File: config.mk
export PLATFORM = sky130hd
export DESIGN_NAME = ccr_clock_reset
export DESIGN_NICKNAME = d
export VERILOG_FILES = /design/src/core/ccr_pkg.sv /design/src/core/ccr_clock_reset.sv
export VERILOG_INCLUDE_DIRS = /design/src /design/src/core
export SDC_FILE = /design/constraint.sdc
export NUM_CORES = 1
export LEC_CHECK = 0
export ABC_AREA = 1
export ABC_CLOCK_PERIOD_IN_PS = 1800
export BUFFER_PORTS_ARGS = -buffer_cell sky130_fd_sc_hd__buf_4
export CORE_ASPECT_RATIO = 0.6
export CORE_MARGIN = 10
export CORE_UTILIZATION = 35
export DETAILED_ROUTE_END_ITERATION = 10
export PLACE_DENSITY = 0.55
export RECOVER_POWER = 100
export SYNTH_ARGS = -nofsm -noshare
export SYNTH_HDL_FRONTEND = slang
export SYNTH_SLANG_ARGS = --single-unit
File: constraint.sdc
create_clock -name i_clk -period 1.8 [get_ports i_clk]
set_clock_uncertainty 0.05 [all_clocks]
set_input_delay 0.54 -clock i_clk [delete_from_list [all_inputs] [get_ports i_clk]]
set_output_delay 0.54 -clock i_clk [all_outputs]
set_load 0.03 [all_outputs]
File: src/core/ccr_params.svh
// constants for the core clock ratio and reset pin block
// assumes one 200 MHz system clock and an active high asynchronous reset
`ifndef CCR_PARAMS_SVH
`define CCR_PARAMS_SVH
`define CCR_SEL_RESET       3'h0
`define CCR_RATIO_RESET     4'h4
`define CCR_SEQ_TIME_NS     100
`define CCR_CLK_PERIOD_NS   5
`define CCR_SEQ_CYCLES      ((`CCR_SEQ_TIME_NS + `CCR_CLK_PERIOD_NS - 1) / `CCR_CLK_PERIOD_NS)
`endif

File: src/core/ccr_pkg.sv
// types for the core clock ratio and reset pin block
// assumes nothing beyond the params header
`default_nettype none
package ccr_pkg;
  typedef enum logic [1:0] {
    CCR_ST_RESET = 2'b00,
    CCR_ST_SEQ   = 2'b01,
    CCR_ST_DONE  = 2'b10
  } ccr_state_e;
  typedef struct packed {
    logic [3:0] ratio;
    logic       reserved;
  } ccr_ratio_s;
endpackage
`default_nettype wire

File: src/core/ccr_clock_reset.sv
// core clock ratio select, reset sequence and reset complete output
// assumes board drives ratio select constant and loops reset done to mem por
// every output is registered and all enables stay low while reset is held
`timescale 1ns/1ps
`default_nettype none
`include "ccr_params.svh"
module ccr_clock_reset
  import ccr_pkg::*;
#(
  parameter int SEQ_CYCLES = `CCR_SEQ_CYCLES
) (
  input  wire logic       i_clk,
  input  wire logic       i_rst,
  input  wire logic [2:0] i_core_ratio_select,
  input  wire logic       i_mem_por,
  output logic [3:0]      o_core_ratio,
  output logic            o_ratio_reserved,
  output logic            o_instr_strobe,
  output logic            o_cluster_tick,
  output logic            o_exec_idle,
  output logic            o_mem_reset,
  output logic            o_rst_done,
  output logic            o_rst_done_oe,
  output logic            o_pins_oe
);
  // mapping of ratio select to multiplier
  function automatic ccr_ratio_s decode_ratio(input logic [2:0] sel);
    ccr_ratio_s r;
    r = '{ratio: `CCR_RATIO_RESET, reserved: 1'b0};
    unique case (sel)
      3'h0: r.ratio = 4'h4;
      3'h1: r.ratio = 4'h5;
      3'h2: r.ratio = 4'h6;
      3'h3: r.ratio = 4'h7;
      3'h4: r.ratio = 4'h8;
      3'h5: r.ratio = 4'ha;
      3'h6: r.ratio = 4'hc;
      3'h7: r.reserved = 1'b1;
    endcase
    return r;
  endfunction

  // synchroniser depth; the memory reset output follows its pin three edges later
  localparam int SYNC_STAGES = 2;

  // synchroniser chain: bit 0 takes the pin and only the top bit is read
  logic [SYNC_STAGES-1:0] por_sync_r;
  logic [SYNC_STAGES-1:0] por_sync_nxt;

  // reset sequencer state, latched strap and cycle count
  ccr_state_e             state_r;
  ccr_state_e             state_nxt;
  logic [2:0]             sel_r;
  logic [2:0]             sel_nxt;
  logic [15:0]            cnt_r;
  logic [15:0]            cnt_nxt;
  logic                   seq_end;

  // instruction strobe phase and the decoded ratio it counts to
  logic [3:0]             phase_r;
  logic [3:0]             phase_nxt;
  ccr_ratio_s             dec;

  // next values of the registered outputs
  ccr_ratio_s             dec_nxt;
  logic [3:0]             ratio_nxt;
  logic                   reserved_nxt;
  logic                   strobe_nxt;
  logic                   done_nxt;
  logic                   idle_nxt;
  logic                   tick_nxt;
  logic                   mem_reset_nxt;
  logic                   done_oe_nxt;
  logic                   pins_oe_nxt;

  // shift the pin up the chain; each stage but the top is read only by the next one
  always_comb begin
    por_sync_nxt = {por_sync_r[SYNC_STAGES-2:0], i_mem_por};
  end

  // synchroniser flops clear low, so memory stays in reset across release
  always_ff @(posedge i_clk or posedge i_rst) begin
    if (i_rst) begin
      por_sync_r <= {SYNC_STAGES{1'b0}};
    end else begin
      por_sync_r <= por_sync_nxt;
    end
  end

  // sequencer: latch strap on the first edge out of reset, count, then stay done
  always_comb begin
    // hold everything by default
    state_nxt = state_r;
    sel_nxt   = sel_r;
    cnt_nxt   = cnt_r;
    seq_end   = (cnt_r == 16'(SEQ_CYCLES - 1));
    unique case (state_r)
      CCR_ST_RESET: begin
        sel_nxt   = i_core_ratio_select;
        state_nxt = CCR_ST_SEQ;
        cnt_nxt   = 16'h0;
      end
      CCR_ST_SEQ: begin
        if (seq_end) begin
          state_nxt = CCR_ST_DONE;
        end else begin
          cnt_nxt = cnt_r + 16'h1;
        end
      end
      CCR_ST_DONE: begin
        state_nxt = CCR_ST_DONE; // strap changes are ignored until the next reset
      end
      default: begin
        state_nxt = CCR_ST_RESET;
      end
    endcase
  end

  // sequencer registers
  always_ff @(posedge i_clk or posedge i_rst) begin
    if (i_rst) begin
      // known state with execution parked, default strap
      state_r <= CCR_ST_RESET;
      sel_r   <= `CCR_SEL_RESET;
      cnt_r   <= 16'h0;
    end else begin
      state_r <= state_nxt;
      sel_r   <= sel_nxt;
      cnt_r   <= cnt_nxt;
    end
  end

  // one strobe every ratio system clocks once done; none for the reserved code
  always_comb begin
    // hold the phase unless counting
    phase_nxt  = phase_r;
    strobe_nxt = 1'b0;
    dec        = decode_ratio(sel_r);
    if (state_r == CCR_ST_DONE && !dec.reserved) begin
      if (phase_r == dec.ratio - 4'h1) begin
        phase_nxt  = 4'h0;
        strobe_nxt = 1'b1;
      end else begin
        phase_nxt = phase_r + 4'h1;
      end
    end
  end

  // strobe phase register
  always_ff @(posedge i_clk or posedge i_rst) begin
    if (i_rst) begin
      phase_r <= 4'h0;
    end else begin
      phase_r <= phase_nxt;
    end
  end

  // ratio outputs decode the strap value being latched, so they show it at once
  always_comb begin
    dec_nxt      = decode_ratio(sel_nxt);
    ratio_nxt    = dec_nxt.ratio;
    reserved_nxt = dec_nxt.reserved;
  end

  // ratio output registers
  always_ff @(posedge i_clk or posedge i_rst) begin
    if (i_rst) begin
      // default ratio until a strap is latched
      o_core_ratio     <= `CCR_RATIO_RESET;
      o_ratio_reserved <= 1'b0;
    end else begin
      // register the next values
      o_core_ratio     <= ratio_nxt;
      o_ratio_reserved <= reserved_nxt;
    end
  end

  // status outputs: done and idle are complements, both follow the next state
  always_comb begin
    done_nxt = (state_nxt == CCR_ST_DONE);
    idle_nxt = ~done_nxt;
  end

  // status output registers
  always_ff @(posedge i_clk or posedge i_rst) begin
    if (i_rst) begin
      // execution idle, no strobe, sequence not complete
      o_instr_strobe <= 1'b0;
      o_exec_idle    <= 1'b1;
      o_rst_done     <= 1'b0;
    end else begin
      // register the next values
      o_instr_strobe <= strobe_nxt;
      o_exec_idle    <= idle_nxt;
      o_rst_done     <= done_nxt;
    end
  end

  // pin side outputs: cluster bus ticks on every system clock, drivers enabled
  always_comb begin
    tick_nxt      = 1'b1;
    mem_reset_nxt = ~por_sync_r[SYNC_STAGES-1];
    done_oe_nxt   = 1'b1;
    pins_oe_nxt   = 1'b1;
  end

  // pin side output registers
  always_ff @(posedge i_clk or posedge i_rst) begin
    if (i_rst) begin
      // drivers released and memory held in reset while reset is applied
      o_cluster_tick <= 1'b0;
      o_mem_reset    <= 1'b1;
      o_rst_done_oe  <= 1'b0;
      o_pins_oe      <= 1'b0;
    end else begin
      // register the next values
      o_cluster_tick <= tick_nxt;
      o_mem_reset    <= mem_reset_nxt;
      o_rst_done_oe  <= done_oe_nxt;
      o_pins_oe      <= pins_oe_nxt;
    end
  end
endmodule
`default_nettype wire

Word level (Yosys, flattened, before mapping)
Cells that the tools add are included.
- logic and storage cells: 54
- input bits: 6
- output and inout port bits: 12
- flip-flop bits (word level): 37
- add/sub/neg operators: 3
- muxes and demuxes: 12
- reduce and logical (&&, ||, !) cells: 5
- eq/ne operators: 20
- bitwise logic cells: 2
- operator list (cell ; count):
    case mux 4 bit (6 select lines) ; 2
    case mux 16 bit (2 select lines) ; 1
    equality test 3 bit (second input constant) ; 8
    adder 16 x 1 -> 16 bit (second input constant) ; 1
    equality test 16 x 5 -> 1 bit (second input constant) ; 1
    2-to-1 mux 16 bit ; 1
    equality test 3 x 2 -> 1 bit (second input constant) ; 4
    equality test 3 x 1 -> 1 bit (second input constant) ; 2
    case mux 2 bit (3 select lines) ; 1
    adder 4 x 1 -> 4 bit (second input constant) ; 1
    equality test 2 bit (second input constant) ; 2
    equality test 4 bit ; 1
    2-to-1 mux 1 bit ; 4
    2-to-1 mux 4 bit ; 1
    subtractor 4 x 1 -> 4 bit (second input constant) ; 1
    2-to-1 mux 3 bit ; 1
    equality test 2 x 1 -> 1 bit (second input constant) ; 1
    zero test 2 bit ; 1
    2-to-1 mux 2 bit ; 1
    != test 2 bit (second input constant) ; 1
    NOT 1 bit ; 2
    AND reduction 2 bit ; 1
    nonzero test 2 bit ; 1
    logical AND 1 bit ; 1
    zero test 1 bit ; 1

Depth between registers and ports, before layout
Gate-level depths: netlist of the first run.
- depth in word-level cells: 6
- depth in mapped cells: 11
- depth with buffers taken out: 10

Least setup slack after synthesis of the first run
OpenSTA, ideal clock, no wires.
- path kind: reg2reg
- from: reg cnt_r[0]
- to: reg cnt_r[0]
- buffers on the path: 1
- data required time: 1632 ps
- setup slack: 411 ps
- arrival time: 1221 ps
- stages on the path, launching flop included: 9
- cell sequence: dfrtp_1 -> ha_1 -> nand3_1 -> nor2_1 -> nand2_1 -> nand2_2 -> buf_4 -> nand3_1 -> nand2_1
- cells in the longest elaborated chain, start to end: 3
- elaborated cells on any way between the ends: 6
- classes of those cells: add/sub: 1; eq/ne: 2; mux: 2; reduce/logical: 1
- RTL lines (item ; RTL line ; text):
    from (decl) ; ccr_clock_reset.sv:55 ; logic [15:0] cnt_r;
    from (signal assigned) ; ccr_clock_reset.sv:129 ; cnt_r <= cnt_nxt;
    adder 16 x 1 -> 16 bit or equality test 16 x 5 -> 1 bit (tied branches) ; ccr_clock_reset.sv:107, ccr_clock_reset.sv:96 ;
    2-to-1 mux 16 bit or != test 2 bit (tied branches) ; n/a ;
    case mux 16 bit (2 select lines) or AND reduction 2 bit (tied branches) ; n/a ;
Several ways; a longest one is shown, not always the timed one. The select of a mux whose other input is x is not followed.
A chain may end at the register's enable or synchronous reset.

Worst setup path after layout of the first run
- from: reg state_r[0]
- to: reg o_core_ratio[1]
- cells in the longest elaborated chain, start to end: 4
- elaborated cells on any way between the ends: 9
- classes of those cells: eq/ne: 6; mux: 2; reduce/logical: 1
- RTL lines (item ; RTL line ; text):
    from (decl) ; ccr_clock_reset.sv:51 ; ccr_state_e state_r;
    from (signal assigned) ; ccr_clock_reset.sv:127 ; state_r <= state_nxt;
    zero test 2 bit * ; ccr_clock_reset.sv:97 ; unique case (state_r)
    2-to-1 mux 3 bit * ; ccr_clock_reset.sv:97 ;
    named net sel_nxt[2] ; ccr_clock_reset.sv:54 ; logic [2:0] sel_nxt;
    equality test 3 bit (tied with other cells) ; ccr_clock_reset.sv:30 ; unique case (sel)
    case mux 4 bit (6 select lines) * ; ccr_clock_reset.sv:30 ;
    named net ratio_nxt[1] ; ccr_clock_reset.sv:66 ; logic [3:0] ratio_nxt;
    to (signal assigned) ; ccr_clock_reset.sv:169 ; o_core_ratio <= `CCR_RATIO_RESET;
    to (signal assigned) ; ccr_clock_reset.sv:173 ; o_core_ratio <= ratio_nxt;
    to (decl) ; ccr_clock_reset.sv:16 ; output logic [3:0] o_core_ratio,
Mark *: on every way through the listed nets, which the timed path passes. The rest lies on a longest branch.

==> flow_summary_export.csv, run 1 <==
group,metric,value,unit
run_status,status,"complete, no violations",
logic_synthesis,synth-seq-cells,37,
sta,setup_tns,0,ps
floorplan,rows,21,
layout,fin_util,40.8,%
layout,antennaDiodeCount,0,
critical_path,reg2reg_to,"o_core_ratio[1]",
floorplan,io_pins,18,
power,combinationalPowerShare,16.5,%
sta,relSlewSlack,39.3,%
sta,min_period,1630,ps
sta,finalMaxSlewViolations,0,
global_routing,grt.total_usage,10.4,%
routing,dr.pass1.iters,4,
placed_design,gp_congestion,0.821,
critical_path,arrival,1750,ps
clocking,clock-root-buffer,"clkbuf_8",
floorplan,initial_core_util,35.8,%
power,p_leak,1.20,nW
critical_path,critPathKind,"reg -> reg",
power,clkPwrFrac,37.0,%
floorplan,core-area,5540,µm²
layout,nNetsFinal,297,
routing,drt_iter0_drc,129,
floorplan,die_area,9180,µm²
clocking,cts_buffers,5,
critical_path,crit_fanout,5,
clocking,ctsResizeCount,0,
sta,hold_viol,0,
layout,drive_gt1_share,11.0,%
logic_synthesis,yosysWarnings,0,
global_routing,grt-ovfl-total,0,
critical_path,critPathRequiredTime,1920,ps
sta,fmax,615,MHz
logic_synthesis,synth_cells,267,
global_routing,grt_pass1_wl,7.69,mm
logic_synthesis,synth_cell_types,27,
sta,rsz0062_at_grt,"false",
clocking,cts.reportedPaths.clkPinSlew,80,ps
power,p_int,0.00147,W
layout,multi_input_area,838,µm²
global_routing,grt_pass1_vias,1522,
logic_synthesis,seq_area_frac_synth,46.8,%
placed_design,place_ws,233,ps
routing,antenna_left,0,
sta,fin_crit_sh,90.4,%
power,p_per_area,904,nW/µm²
critical_path,r2r-start,"state_r[0]",
logic_synthesis,synth.avg_cell_area,7.43,µm²
logic_synthesis,synth.cell_area,1980,µm²
routing,drt-vias-per-instance,4.59,
global_routing,grt_antenna_before_repair,0,
critical_path,cp-end-kind,"register",
flow_run,drv_cap,0,
critical_path,ff2ff_setup_slack,170,ps
sta,setup_ws,173,ps
clocking,clk_latency,290,ps
routing,drc_errors,0,
global_routing,grt_max_degree,38,
clocking,cts_setup_buffers,0,
power,power_frac_seq,46.6,%
clocking,hold_buffers,0,
floorplan,dieWidth,117,µm
power,peakVddDrop,390,µV
power,p_sw_share,28.2,%
hold_path,hold_path_class,"reg -> reg",
clocking,clock-sinks,37,
layout,n_fill_cell,580,
critical_path,reg2reg_depth,7,
power,p_sw,0.000577,W
floorplan,die_h,78.3,µm
layout,seq_area,930,µm²
routing,detail_route.wirelength,4.55,mm
clocking,cts_max_level,2,
placed_design,dp_hpwl,3.30,mm
critical_path,cp-startpoint,"state_r[0]",
clocking,cts_tree,"done",
critical_path,critPathLaunchType,"register",
sta,max_slew.worst_pin.slew,910,ps
placed_design,portBuffers,17,
sta,setup_viol,0,
layout,area_growth,14.1,%
clocking,clock_path_buffers,2,
power,finalPower,0.00205,W
routing,vias,1699,
critical_path,crit_path_end,"o_core_ratio[1]",
routing,wl_per_cell,12.3,µm
logic_synthesis,synth_fp_nets,275,
[metal layers]
| layer | wire length (µm) | global-route usage [%] |
|---|---|---|
| met3 | 351 | 4.18 |
| met2 | 1530 | 11.7 |
| met4 | 22 | 2.21 |
| met5 | 0 | 0 |
| met1 | 2640 | 17.0 |
[how the worst min path moves through the flow]
stage | from | slack [ps] | end | cells past startpoint
2_1_floorplan | por_sync_r[0] | 280 | por_sync_r[1] | 0
3_3_place_gp | por_sync_r[0] | 280 | por_sync_r[1] | 0
3_5_place_dp | por_sync_r[0] | 300 | por_sync_r[1] | 0
4_1_cts | i_rst | 260 | o_instr_strobe | 3
5_1_grt | i_mem_por | 320 | por_sync_r[0] | 1
6_report | por_sync_r[0] | 310 | por_sync_r[1] | 0
[layout make-up]
cell class / count / share of cell area [%]
Timing Repair Buffer: 22 / 5.25
Tap cell: 80 / 4.42
Multi-Input combinational cell: 181 / 37.0
Clock inverter: 2 / 1.66
Clock buffer: 6 / 3.65
Sequential cell: 37 / 41.0
Inverter: 42 / 6.96
[power groups by stage]
stage | clock (W) | combinational (W) | sequential [W]
2_1_floorplan | 0 | 0.000253 | 0.000981
3_3_place_gp | 0 | 0.000356 | 0.000969
3_5_place_dp | 0 | 0.000366 | 0.000968
4_1_cts | 0.000783 | 0.000362 | 0.000955
5_1_grt | 0.000811 | 0.000409 | 0.000968
6_report | 0.000757 | 0.000337 | 0.000954
[synthesized netlist by cell type (all sizes together)]
cell type / n / area, µm²
nand4: 10 / 62.6
ha: 2 / 25.0
dfstp: 3 / 78.8
nand3b: 1 / 7.51
a21oi: 3 / 18.8
nor3: 7 / 35.0
or2: 3 / 18.8
dfrtp: 34 / 851
clkbuf: 2 / 8.75
conb: 1 / 3.75
xor2: 3 / 26.3
nand3: 44 / 220
nor2: 23 / 93.8
o21ai: 8 / 47.5
buf: 5 / 38.8
inv: 42 / 158
nand2: 76 / 290
[metrics by stage]
| stage | area [µm²] | cells | hold WS (ps) |
|---|---|---|---|
| after floorplan | 1980 | 267 | 281 |
| after global placement | 2210 | 362 | 282 |
| after detailed placement | 2210 | 362 | 297 |
| after CTS | 2330 | 370 | 256 |
| after global routing | 2260 | 370 | 316 |
| final | 2260 | 370 | 308 |
[critical path, cell delays in order, from the launching register on]
cell and delay [ps]:
dfrtp_1 430, nor2_1 260, inv_2 80, or2_1 210, o21ai_0 200, inv_2 120, nor2_1 120, a21oi_1 50
[sequential cells by signal, indices dropped and copies added (netlist names)]
register / flops
cnt_r: 16
o_core_ratio: 4
o_exec_idle: 1
o_instr_strobe: 1
o_mem_reset: 1
o_pins_oe: 1
o_ratio_reserved: 1
o_rst_done: 1
phase_r: 4
por_sync_r: 2
sel_r: 3
state_r: 2
[cell usage in the layout, fill, tap and decap left out]
cell type / netlist / routed
xor2_1: 3 / 3
a21oi_1: 2 / 2
clkinvlp_4: 0 / 1
clkbuf_1: 1 / 9
nand2_1: 74 / 74
o21ai_0: 5 / 7
nand4_1: 10 / 10
clkbuf_4: 0 / 2
nand3b_1: 1 / 1
dfstp_2: 3 / 3
nand2_2: 2 / 2
inv_1: 38 / 38
conb_1: 1 / 1
ha_1: 2 / 2
or2_1: 2 / 2
or2_0: 1 / 1
dfrtp_1: 34 / 34
a21oi_2: 1 / 1
nand3_1: 44 / 44
buf_4: 3 / 6
o21ai_2: 2 / 1
clkbuf_8: 0 / 6
bufinv_16: 0 / 1
inv_2: 4 / 4
nor3_1: 7 / 7
nor2_1: 22 / 23
clkbuf_2: 1 / 5
[kinds of logic (layout without fill, tap and decap cells)]
group	Yosys count	after routing	share of synthesized area, %
other	1	1	0.189
flip-flops	37	37	46.8
buffers and inverters	49	72	10.3
AND/OR/NAND/NOR	164	164	36.7
adder cells (fa/ha/maj)	2	2	1.26
AO/OA/AOI/OAI	11	11	3.34
XOR/XNOR	3	3	1.32
(Power assumes the default switching activity.)
==> run 2: changes to the inputs <==
==> constraint.sdc (replaced) <==
create_clock -name i_clk -period 1.8 [get_ports i_clk]
set_clock_uncertainty 0.05 [all_clocks]
set_input_delay 0.27 -clock i_clk [delete_from_list [all_inputs] [get_ports i_clk]]
set_output_delay 0.27 -clock i_clk [all_outputs]
set_load 0.03 [all_outputs]
==> flow_summary_export.csv, run 2 (synthesis gave the netlist of run 1 again) <==
group,metric,value,unit
run_status,status,"complete, no violations",
layout,largest_reg_flops,16,
layout,regMostFlops,"cnt_r",
sta,relSlewSlack,39.3,%
layout,drive_gt1_share,9.66,%
layout,final_cells,370,
clocking,cts_tree,"done",
hold_path,hold_path_class,"in -> reg",
layout,layout_common_cells,"nand2_1 (75), nand3_1 (44), inv_1 (39)",
floorplan,initial_core_util,35.8,%
critical_path,reg2reg_depth,8,
clocking,cts_buffers,5,
critical_path,critPathKind,"reg -> reg",
placed_design,dp.cells,362,
floorplan,rows,21,
layout,antennaDiodeCount,0,
sta,fmax,637,MHz
routing,wl_per_cell,12.0,µm
floorplan,io_pins,18,
flow_run,drv_cap,0,
global_routing,grt-ovfl-total,0,
critical_path,critPathRequiredTime,1930,ps
routing,antenna_left,0,
sta,setup_viol,0,
routing,drt_iter0_drc,135,
critical_path,arrival,1700,ps
floorplan,dieWidth,117,µm
floorplan,core-area,5540,µm²
sta,setup_ws,229,ps
clocking,ctsResizeCount,0,
placed_design,dp_hpwl,3.36,mm
placed_design,portBuffers,17,
routing,dr.pass1.iters,4,
hold_path,hold_path_depth,1,
routing,drc_errors,0,
clocking,cts_setup_buffers,0,
global_routing,grt.total_usage,10.5,%
power,finalPower,0.00205,W
critical_path,cp-end-kind,"register",
power,p_leak,1.19,nW
clocking,clock_path_buffers,2,
placed_design,place_ws,230,ps
floorplan,die_h,78.3,µm
clocking,clk_latency,290,ps
sta,min_period,1570,ps
global_routing,grt_max_degree,38,
sta,max_slew.worst_pin.slew,911,ps
global_routing,grt_pass1_vias,1604,
global_routing,grt_pass1_wl,7.76,mm
critical_path,critPathLaunchType,"register",
clocking,cts_max_level,2,
power,peakVddDrop,457,µV
sta,fin_crit_sh,87.3,%
routing,drt-vias-per-instance,4.55,
layout,fin_util,40.9,%
sta,finalMaxSlewViolations,0,
placed_design,gp_congestion,0.845,
layout,area_growth,14.2,%
sta,hold_viol,0,
clocking,clock-sinks,37,
floorplan,die_area,9180,µm²
critical_path,crit_fanout,9,
clocking,clock-root-buffer,"clkbuf_8",
routing,vias,1683,
layout,reg_top3,"cnt_r: 16 flops, o_core_ratio: 4 flops, phase_r: 4 flops",
power,p_per_area,903,nW/µm²
layout,nNetsFinal,297,
sta,rsz0062_at_grt,"false",
routing,detail_route.wirelength,4.45,mm
clocking,cts.reportedPaths.clkPinSlew,80,ps
sta,setup_tns,0,ps
clocking,hold_buffers,0,
layout,final_common_cell,"nand2_1",
global_routing,grt_antenna_before_repair,0,
-- run 2: cell type report --
| class | count | area [µm²] |
|---|---|---|
| repair buffers | 22 | 115 |
| multi-input cells | 181 | 843 |
| flip-flops and latches | 37 | 930 |
| clock inverters | 2 | 37.5 |
| well taps | 80 | 100 |
| clock buffers | 6 | 82.6 |
| fillers | 581 | 3280 |
| inverters | 42 | 158 |
-- run 2: worst max-delay path, cell delays in order, from the launching register on --
cell     delay (ps)
dfrtp_1         410
ha_1            240
nand3_1         100
nor2_1           50
nand2_1         140
nand2_2         170
buf_4           200
nand3_1          60
nand2_1          50
-- run 2: worst paths after layout --
path / end / from / slack, ps
min in group asynchronous: o_pins_oe / i_rst / 200
max in group asynchronous: o_core_ratio[0] / i_rst / 920
max: cnt_r[13] / cnt_r[0] / 230
max reg2reg: cnt_r[13] / cnt_r[0] / 230
min: por_sync_r[0] / i_mem_por / 60
min reg2reg: o_mem_reset / por_sync_r[1] / 300
-- run 2: metrics by stage --
step                instance area [µm²]  hold slack, ps
floorplan                          1980             251
global placement                   2200             285
detailed placement                 2200             303
CTS                                2320            23.9
global route                       2270            47.0
finish                             2270            57.6
-- run 2: routing by layer --
metal | wire (µm) | global-route usage [%] | vias up
met5 | 0 | 0 | -
met1 | 2610 | 16.5 | 751
met2 | 1460 | 12.1 | 36
li1 | - | - | 892
met3 | 335 | 3.87 | 4
met4 | 44 | 3.19 | 0
-- run 2: power by group --
part / leakage, nW / internal [W] / total, W / switching, W
Sequential: 0.454 / 0.000898 / 0.000952 / 0.0000541
Clock: 0.0574 / 0.000450 / 0.000751 / 0.000300
Combinational: 0.678 / 0.000122 / 0.000342 / 0.000221
Total: 1.19 / 0.00147 / 0.00205 / 0.000575
